--- src/design/mtw_pkg.sv ---
package mtw_pkg;

    // ------------------------------------------------------------
    // Word layout
    // ------------------------------------------------------------
    localparam int NUM_CH  = 8;
    localparam int CH_W    = 3;
    localparam int DATA_W  = 12;
    localparam int WORD_W  = 16;
    localparam int ID_LSB  = 12;
    localparam int ID_MSB  = 14;
    localparam int SIGN_B  = 15;

    // ------------------------------------------------------------
    // Strap positions and factory defaults (1 = installed)
    // ------------------------------------------------------------
    localparam int STRAP_W    = 5;
    localparam int STRAP_UNIT = 3;
    localparam int STRAP_FMT  = 4;
    localparam logic [4:0] STRAP_DFLT = 5'h07;
    localparam logic       MV_DFLT    = 1'h0;
    localparam logic [1:0] SPAN_DFLT  = 2'h0;

    // ------------------------------------------------------------
    // Data limits and unit conversion
    // ------------------------------------------------------------
    localparam logic [11:0] COUNT_MAX_TC = 12'hffe;
    localparam logic [11:0] COUNT_MAX_MV = 12'hfff;
    localparam logic [11:0] MAG_MAX      = 12'hfff;
    localparam logic signed [17:0] F_MUL = 18'sh00009;
    localparam logic signed [17:0] F_DIV = 18'sh00005;
    localparam logic signed [17:0] F_OFS = 18'sh00020;

    // ------------------------------------------------------------
    // Millivolt spans, in mV, by span code
    // ------------------------------------------------------------
    localparam logic [1:0] SPAN_C50  = 2'h1;
    localparam logic [1:0] SPAN_C100 = 2'h2;
    localparam logic [1:0] SPAN_C25  = 2'h3;
    localparam logic [7:0] SPAN_50   = 8'h32;
    localparam logic [7:0] SPAN_100  = 8'h64;
    localparam logic [7:0] SPAN_25   = 8'h19;

    // ------------------------------------------------------------
    // Register port
    // ------------------------------------------------------------
    localparam logic [3:0]  REG_CTRL  = 4'h0;
    localparam logic [3:0]  REG_STAT  = 4'h4;
    localparam logic [3:0]  REG_WORD  = 4'h8;
    localparam int          CTRL_RUN  = 0;
    localparam int          CTRL_RST  = 1;
    localparam logic        RUN_DFLT  = 1'h1;

endpackage : mtw_pkg

--- src/design/mtw_top.sv ---
// How it works
// - three straps weighted four, two, one
// - channel count equals strap code plus one
// - active channels contiguous from channel one
// - inactive channels skipped in round robin
// - fourth strap selects Fahrenheit over Celsius
// - counts strap makes unit strap ignored
// - fifth strap selects counts, zero to 4094
// - millivolt builds output raw counts only
// - millivolt spans 50, 100, 25 mV
// - default eight channels, Celsius, temperature
// - one channel per scan, wrap after last
// - latest asynchronous conversion shown per scan
// - output is one sixteen bit word
// - bits 12-14 carry channel minus one
// - top bit set for negative reading
// - bits 0-11 plain binary data
// - millivolt span maps to 0..4095 codes
// - temperature in whole degrees directly
`timescale 1ns/10ps
module mtw_top
    import mtw_pkg::*;
(
    input  wire logic               clk_i,        // 125 MHz clock
    input  wire logic               srst_i,       // Sync reset
    input  wire logic               scan_i,       // Host scan pin
    input  wire logic [4:0]         strap_i,      // Jumper pins
    input  wire logic               mv_variant_i, // Millivolt build pin
    input  wire logic [1:0]         span_code_i,  // Millivolt span pin
    input  wire logic               conv_vld_i,   // Conversion done
    input  wire logic [2:0]         conv_ch_i,    // Converted index
    input  wire logic [11:0]        conv_cnt_i,   // Raw count
    input  wire logic signed [12:0] conv_temp_i,  // Degrees C
    input  wire logic [3:0]         addr_i,       // Register address
    input  wire logic [31:0]        wdata_i,      // Write data
    input  wire logic               wr_i,         // Write strobe
    input  wire logic               rd_i,         // Read strobe
    output logic      [31:0]        rdata_o,      // Read data
    output logic      [15:0]        word_o,       // Input word to host
    output logic      [2:0]         conv_sel_o    // Converter channel
);

    // ------------------------------------------------------------
    // Declarations
    // ------------------------------------------------------------
    logic        [2:0]  last_idx;
    logic               fahr;
    logic               counts;
    logic               mv;
    logic        [7:0]  span_mv;
    logic               scan_ff1;
    logic               scan_ff2;
    logic               scan_ff3;
    logic               scan_evt;
    logic        [2:0]  cur;
    logic        [2:0]  next_cur;
    logic        [2:0]  shown;
    logic        [2:0]  conv_ptr;
    logic               run;
    logic        [11:0] cnt_mem  [NUM_CH];
    logic signed [12:0] temp_mem [NUM_CH];
    logic        [11:0] sel_cnt;
    logic signed [12:0] sel_temp;
    logic        [11:0] fmt_data;
    logic               fmt_neg;
    logic               wr_ctrl;
    logic               restart;
    logic               advance;
    logic        [31:0] stat_word;
    logic        [31:0] rd_mux;

    // ------------------------------------------------------------
    // Strap decode
    // ------------------------------------------------------------
    mtw_strap u_strap (
        .clk_i        (clk_i),
        .srst_i       (srst_i),
        .strap_i      (strap_i),
        .mv_variant_i (mv_variant_i),
        .span_code_i  (span_code_i),
        .last_idx_o   (last_idx),
        .fahr_o       (fahr),
        .counts_o     (counts),
        .mv_o         (mv),
        .span_mv_o    (span_mv)
    );

    // ------------------------------------------------------------
    // Host scan pin
    // ------------------------------------------------------------
    // Two stages for the asynchronous pin, a third for the edge
    always_ff @(posedge clk_i) begin
        if (srst_i) begin
            scan_ff1 <= 1'h0;
            scan_ff2 <= 1'h0;
            scan_ff3 <= 1'h0;
        end else begin
            scan_ff1 <= scan_i;
            scan_ff2 <= scan_ff1;
            scan_ff3 <= scan_ff2;
        end
    end

    // Rising edge of the scan is the host update instant
    assign scan_evt = scan_ff2 & ~scan_ff3;

    // ------------------------------------------------------------
    // Conversion store
    // ------------------------------------------------------------
    // The converter walks only active channels, free of the scan
    // skip inactive inputs
    always_ff @(posedge clk_i) begin
        if (srst_i) begin
            conv_ptr <= 3'h0;
        end else if (conv_vld_i) begin
            conv_ptr <= (conv_ptr >= last_idx) ? 3'h0 : conv_ptr + 3'h1;
        end
    end

    assign conv_sel_o = conv_ptr;

    // One slot per channel; a scan reads the newest result stored before its cycle
    // latest conversion kept
    generate
        for (genvar i = 0; i < NUM_CH; i++) begin : g_slot
            always_ff @(posedge clk_i) begin
                if (srst_i) begin
                    cnt_mem[i]  <= 12'h000;
                    temp_mem[i] <= 13'sh0000;
                end else if (conv_vld_i && conv_ch_i == 3'(i)) begin
                    cnt_mem[i]  <= conv_cnt_i;
                    temp_mem[i] <= conv_temp_i;
                end
            end
        end
    endgenerate

    assign sel_cnt  = cnt_mem[shown];
    assign sel_temp = temp_mem[shown];

    // ------------------------------------------------------------
    // Data formatting
    // ------------------------------------------------------------
    mtw_fmt u_fmt (
        .count_i  (sel_cnt),
        .temp_i   (sel_temp),
        .fahr_i   (fahr),
        .counts_i (counts),
        .mv_i     (mv),
        .data_o   (fmt_data),
        .neg_o    (fmt_neg)
    );

    // ------------------------------------------------------------
    // Round-robin channel pointer
    // ------------------------------------------------------------
    assign wr_ctrl = wr_i && (addr_i == REG_CTRL);
    assign restart = wr_ctrl && wdata_i[CTRL_RST];
    assign advance = scan_evt && run;

    // A strap set shrunk below the pointer shows channel one next
    // skip inactive channels
    assign shown   = (cur > last_idx) ? 3'h0 : cur;

    // Wrap after the last active one; a shrunk strap set also wraps
    // count is code plus one
    assign next_cur = restart          ? 3'h0 :
                      !advance         ? cur :
                      (shown >= last_idx) ? 3'h0 : shown + 3'h1;

    always_ff @(posedge clk_i) begin
        if (srst_i) begin
            cur <= 3'h0;
        end else begin
            cur <= next_cur;
        end
    end

    // ------------------------------------------------------------
    // Output word
    // ------------------------------------------------------------
    // Word only changes on a scan so the host never sees a tear
    // single word
    always_ff @(posedge clk_i) begin
        if (srst_i) begin
            word_o <= 16'h0000;
        end else if (advance) begin
            word_o <= {fmt_neg, shown, fmt_data};
        end
    end

    // ------------------------------------------------------------
    // Register port
    // ------------------------------------------------------------
    // Run lets software freeze the word for inspection
    always_ff @(posedge clk_i) begin
        if (srst_i) begin
            run <= RUN_DFLT;
        end else if (wr_ctrl) begin
            run <= wdata_i[CTRL_RUN];
        end
    end

    // Status: strap decode, current pointer, millivolt span
    assign stat_word = {8'h00, span_mv, 5'h00, cur,
                        2'h0, mv, counts, fahr, last_idx};

    // Unmapped addresses read zero
    assign rd_mux = (addr_i == REG_CTRL) ? {31'h0, run} :
                    (addr_i == REG_STAT) ? stat_word :
                    (addr_i == REG_WORD) ? {16'h0000, word_o} :
                    32'h0;

    // Read data stands for the cycle after the strobe only
    always_ff @(posedge clk_i) begin
        if (srst_i) begin
            rdata_o <= 32'h0;
        end else if (rd_i) begin
            rdata_o <= rd_mux;
        end else begin
            rdata_o <= 32'h0;
        end
    end
endmodule : mtw_top

--- src/design/mtw_strap.sv ---
`timescale 1ns/10ps
module mtw_strap
    import mtw_pkg::*;
(
    input  wire logic         clk_i,        // Clock
    input  wire logic         srst_i,       // Sync reset
    input  wire logic [4:0]   strap_i,      // Jumper pins
    input  wire logic         mv_variant_i, // Millivolt build pin
    input  wire logic [1:0]   span_code_i,  // Millivolt span pin
    output logic      [2:0]   last_idx_o,   // Last active index
    output logic              fahr_o,       // Fahrenheit
    output logic              counts_o,     // Counts format
    output logic              mv_o,         // Millivolt build
    output logic      [7:0]   span_mv_o     // Span in mV
);

    logic [7:0] ff1;
    logic [7:0] ff2;

    // ------------------------------------------------------------
    // Two-stage synchroniser, resets to factory jumper set
    // ------------------------------------------------------------
    // factory default straps
    always_ff @(posedge clk_i) begin
        if (srst_i) begin
            ff1 <= {SPAN_DFLT, MV_DFLT, STRAP_DFLT};
            ff2 <= {SPAN_DFLT, MV_DFLT, STRAP_DFLT};
        end else begin
            ff1 <= {span_code_i, mv_variant_i, strap_i};
            ff2 <= ff1;
        end
    end

    // Decode: millivolt builds have no unit or format jumper
    // binary count straps
    assign last_idx_o = ff2[2:0];
    assign mv_o       = ff2[5];
    assign counts_o   = ff2[STRAP_FMT] & ~ff2[5];
    assign fahr_o     = ff2[STRAP_UNIT] & ~counts_o & ~ff2[5];
    assign span_mv_o  = (ff2[7:6] == SPAN_C50)  ? SPAN_50  :
                        (ff2[7:6] == SPAN_C100) ? SPAN_100 :
                        (ff2[7:6] == SPAN_C25)  ? SPAN_25  : 8'h00;

endmodule : mtw_strap

--- src/design/mtw_fmt.sv ---
`timescale 1ns/10ps
module mtw_fmt
    import mtw_pkg::*;
(
    input  wire logic        [11:0] count_i,  // Raw converter count
    input  wire logic signed [12:0] temp_i,   // Whole degrees C
    input  wire logic               fahr_i,   // Fahrenheit
    input  wire logic               counts_i, // Counts format
    input  wire logic               mv_i,     // Millivolt build
    output logic             [11:0] data_o,   // Data field
    output logic                    neg_o     // Sign bit
);

    logic signed [17:0] c_ext;
    logic signed [17:0] f_val;
    logic signed [17:0] t_sel;
    logic        [17:0] t_mag;

    // Celsius to Fahrenheit, whole degrees
    // degree resolution
    assign c_ext = 18'(temp_i);
    assign f_val = (c_ext * F_MUL) / F_DIV + F_OFS;
    assign t_sel = fahr_i ? f_val : c_ext;
    assign t_mag = t_sel[17] ? 18'(-t_sel) : 18'(t_sel);

    // Output mux; counts clamp keeps the 0..4094 range
    // counts range
    assign data_o = mv_i ? count_i :
                    counts_i ? ((count_i > COUNT_MAX_TC) ? COUNT_MAX_TC : count_i) :
                    ((t_mag > 18'(MAG_MAX)) ? MAG_MAX : t_mag[11:0]);
    assign neg_o  = ~mv_i & ~counts_i & t_sel[17];

endmodule : mtw_fmt

--- config.mk ---
export PLATFORM = sky130hd
export DESIGN_NAME = mtw_top
export DESIGN_NICKNAME = d
export VERILOG_FILES = /design/src/design/mtw_pkg.sv /design/src/design/mtw_top.sv /design/src/design/mtw_strap.sv /design/src/design/mtw_fmt.sv
export SDC_FILE = /design/constraint.sdc
export NUM_CORES = 1
export LEC_CHECK = 0
export BUFFER_PORTS_ARGS = -buffer_cell sky130_fd_sc_hd__buf_2
export CAP_MARGIN = 5
export CELL_PAD_IN_SITES_DETAIL_PLACEMENT = 1
export CELL_PAD_IN_SITES_GLOBAL_PLACEMENT = 1
export CORE_UTILIZATION = 40
export CTS_CLUSTER_DIAMETER = 120
export DETAILED_ROUTE_END_ITERATION = 8
export PLACE_DENSITY = 0.74
export SLEW_MARGIN = 20
export SYNTH_ARGS = -nofsm -noshare
export SYNTH_HDL_FRONTEND = slang
export SYNTH_SLANG_ARGS = --single-unit
--- constraint.sdc ---
create_clock -name clk_i -period 40.9 [get_ports clk_i]
set_input_delay 2.045 -clock clk_i [delete_from_list [all_inputs] [get_ports clk_i]]
set_output_delay 2.045 -clock clk_i [all_outputs]
set_load 0.03 [all_outputs]
==> results_tabular.tex <==
\begin{tabular}{lr}
\hline
Metric & Value \\
\hline
\multicolumn{2}{l}{\textbf{STA}} \\
\quad Shortest clock period the worst path allows after layout & 18.10 ns \\
\quad Unrepaired setup endpoints after global routing & no \\
\quad Slew margin rel. & 24.4\% \\
\quad Max-slew violation count & 0 \\
\quad Setup clock skew after layout & 0.0331 ns \\
\quad Highest Clock Rate & 55.3 MHz \\
\quad Slew of the pin with the lowest slew margin & 1.13 ns \\
\quad Setup Total Neg Slack & 0 ns \\
\quad Final worst hold slack & 0.413 ns \\
\quad Total count of hold-check failures in the final report & 0 \\
\quad Ratio of final minimum period to clock period & 44.2\% \\
\quad Number of failing setup endpoints in the final timing report & 0 \\
\multicolumn{2}{l}{\textbf{Place}} \\
\quad Routability Congestion & 0.911 \\
\quad Half-perimeter wire length after detailed placement & 35.8 mm \\
\quad Count of input and output buffers & 89 \\
\multicolumn{2}{l}{\textbf{Worst setup path}} \\
\quad Arrival time of the worst setup path & 18.52 ns \\
\quad Highest cell delay on the worst timing path & 0.75 ns \\
\quad Critical Path Start Type & flop \\
\quad FF-to-FF Start & cur[1] \\
\quad Cell type of the slowest stage on the worst timing path & sky130\_fd\_sc\_hd\_\_o211ai\_1 \\
\quad Required arrival time at the worst endpoint & 41.33 ns \\
\quad Endpoint of the most critical register-to-register path & word\_o[4] \\
\quad Crit Path Class & reg2reg \\
\quad Internal reg-to-reg setup slack & 22.80 ns \\
\quad Critical path peak fanout & 38 \\
\quad Origin of the worst setup path & cur[1] \\
\quad Number of cells on the worst reg-to-reg path & 54 \\
\quad Setup crit end kind & flop \\
\multicolumn{2}{l}{\textbf{Global routing}} \\
\quad Global-route usage over all layers & 24.4\% \\
\quad Initial antenna violation count & 4 \\
\quad First-pass GRT wire length & 83.5 mm \\
\quad GR Overflow Total & 0 \\
\quad Number of global-route vias before repair & 14700 \\
\quad Maximum number of pins on one net before global-route repair & 61 \\
\multicolumn{2}{l}{\textbf{Final layout}} \\
\quad Fill cell total of the finished layout & 4733 \\
\quad Most frequent standard cell in the layout excluding fill and tap cells & sky130\_fd\_sc\_hd\_\_nand2\_1 \\
\quad Most frequent cells in the layout & sky130\_fd\_sc\_hd\_\_nand2\_1 (251), sky130\_fd\_sc\_hd\_\_and2\_1 (209), sky130\_fd\_sc\_hd\_\_edfxtp\_1 (200) \\
\quad Layout cell share with drive strength beyond 1 & 13.1\% \\
\quad Area growth from synthesis to layout & 10.5\% \\
\quad Final-stage net count & 1987 \\
\multicolumn{2}{l}{\textbf{Floorplan}} \\
\quad Initial Utilization & 40.9\% \\
\quad Number of standard-cell rows in the floorplan & 74 \\
\quad Number of top-level pins & 129 \\
\quad Horizontal die dimension & 207 um \\
\quad Die area & 43000 sq um \\
\quad Area of the core region & 41200 sq um \\
\quad Height of the die & 207 um \\
\multicolumn{2}{l}{\textbf{Logic synthesis}} \\
\quad Dominant synthesized flop cell & sky130\_fd\_sc\_hd\_\_edfxtp\_1 \\
\quad Synth warnings & 0 \\
\quad Number of flops mapped to enable cells by yosys & 200 \\
\quad Synthesized flop and latch total & 263 \\
\quad Post-synthesis instance area & 16900 sq um \\
\quad Synthesized instance count & 1815 \\
\quad Synth Area per Inst & 9.29 sq um \\
\quad Number of distinct library cells after synthesis & 111 \\
\quad Part of the Yosys area used for sequential elements & 43.1\% \\
\quad Async set-or-reset flop fraction in the synthesized netlist & 0\% \\
\multicolumn{2}{l}{\textbf{CTS}} \\
\quad Clock tree from TritonCTS & yes \\
\quad Clock root buffer & sky130\_fd\_sc\_hd\_\_clkbuf\_16 \\
\quad Number of hold buffers added after CTS & 0 \\
\quad Setup Buffers After CTS & 0 \\
\quad Clock-pin slew on the worst setup and hold paths & 0.07 ns \\
\quad Number of CTS-inserted buffers & 27 \\
\quad Largest buffer count on any clock path & 3 \\
\quad Clock latency of the later-clocked register in the worst-skew pair & 0.57 ns \\
\quad H-tree depth & 1 \\
\quad Sinks on the clock net & 263 \\
\quad CTS resizes & 0 \\
\multicolumn{2}{l}{\textbf{Route}} \\
\quad Final routed DRC violation total & 0 \\
\quad Via density per instance & 5.93 \\
\quad WL/cell & 21.9 um \\
\quad Drt first-iter violations & 1103 \\
\quad Total number of vias & 14300 \\
\quad Number of iterations in the first detailed-routing pass & 5 \\
\quad Count of antenna-violating nets left after detailed routing & 0 \\
\quad Detailed-route wire length & 52.9 mm \\
\multicolumn{2}{l}{\textbf{Worst hold path}} \\
\quad Destination of the worst hold path & u\_strap.ff2[1] \\
\quad Hold depth & 1 \\
\quad Min-delay worst type & reg2reg \\
\quad Worst hold start & u\_strap.ff1[1] \\
\multicolumn{2}{l}{\textbf{Flow run}} \\
\quad Max Cap Violations & 0 \\
\multicolumn{2}{l}{\textbf{Run status}} \\
\quad Outcome & finished, final reports clean \\
\hline
\end{tabular}
## registers in the layout (all words and copies together) (netlist names), 3 cells and up
name / flops
cur: 3
u_strap.ff1: 8
u_strap.ff2: 8
conv_sel_o: 3
temp_mem: 104
cnt_mem: 96
word_o: 16
rdata_o: 21
## cells by family after synthesis
family                   share of synthesized area (%)
other                                           0.0222
flip-flops                                        43.1
multiplexers                                      2.49
buffers and inverters                             3.50
AND/OR/NAND/NOR                                   28.0
AO/OA/AOI/OAI                                     16.0
XOR/XNOR                                          3.42
adder cells (fa/ha/maj)                           3.50
## synthesized netlist by cell type, types with 23 or more instances
library cell | number | area (sq um)
sky130_fd_sc_hd__nand2_1 | 251 | 942
sky130_fd_sc_hd__and2_1 | 209 | 1310
sky130_fd_sc_hd__edfxtp_1 | 200 | 6010
sky130_fd_sc_hd__nand3_1 | 134 | 671
sky130_fd_sc_hd__nor2_1 | 115 | 432
sky130_fd_sc_hd__clkbuf_1 | 65 | 244
sky130_fd_sc_hd__a21oi_1 | 63 | 315
sky130_fd_sc_hd__dfxtp_1 | 63 | 1260
sky130_fd_sc_hd__o21ai_0 | 56 | 280
sky130_fd_sc_hd__ha_1 | 44 | 551
sky130_fd_sc_hd__xnor2_1 | 38 | 333
sky130_fd_sc_hd__nor3_1 | 32 | 160
sky130_fd_sc_hd__xor2_1 | 26 | 228
sky130_fd_sc_hd__nor2b_1 | 23 | 144
## worst max-delay path: cells and delay by family (launching register included)
kind            cells  cell delay, ns
simple gates       25            7.10
compound gates     17            6.57
fa+ha+maj           7            2.10
buf+inv             3            1.02
flops               1            0.67
mux                 1            0.24
xor+xnor            1            0.23
## stage by stage
step / instance area [sq um] / instances / utilization (%) / setup slack, ns
after floorplan: 16900 / 1823 / - / 27.31
after global placement: 17800 / 2367 / 43.2 / 23.49
after detailed placement: 17800 / 2367 / 43.2 / 23.16
after CTS: 18600 / 2415 / 45.2 / 23.06
after global routing: 18600 / 2415 / 45.2 / 21.76
final: 18600 / 2416 / 45.2 / 22.80
## worst max path at each step
stage,endpoint,slack (ns),depth (start not counted)
2_1_floorplan,word_o[4],27.31,65
3_3_place_gp,word_o[4],23.49,53
3_5_place_dp,word_o[4],23.16,55
4_1_cts,word_o[4],23.06,55
5_1_grt,word_o[4],21.76,55
6_report,word_o[4],22.80,54
## cell type report
type	instances	area [sq um]	share of cell area, %
clock inverter	11	90.1	0.483
tap	532	666	3.57
inverter	24	90.1	0.483
clock buffer	37	736	3.95
sequential	263	7270	39.0
timing repair buffer	119	671	3.60
antenna	1	2.50	0.0134
multi-input combinational	1429	9110	48.9
## metal layers
metal / vias up / share of wire [%] / global-route usage, %
met5: - / 0.066 / 0
met4: 6 / 2.7 / 7.21
met3: 100 / 3.4 / 2.56
met2: 303 / 50 / 43.0
met1: 7213 / 44 / 31.4
li1: 6715 / - / -
Power is left out: the tool's default activity adds up to more than one toggle a clock period on the data nets, which glitch-free logic cannot reach.
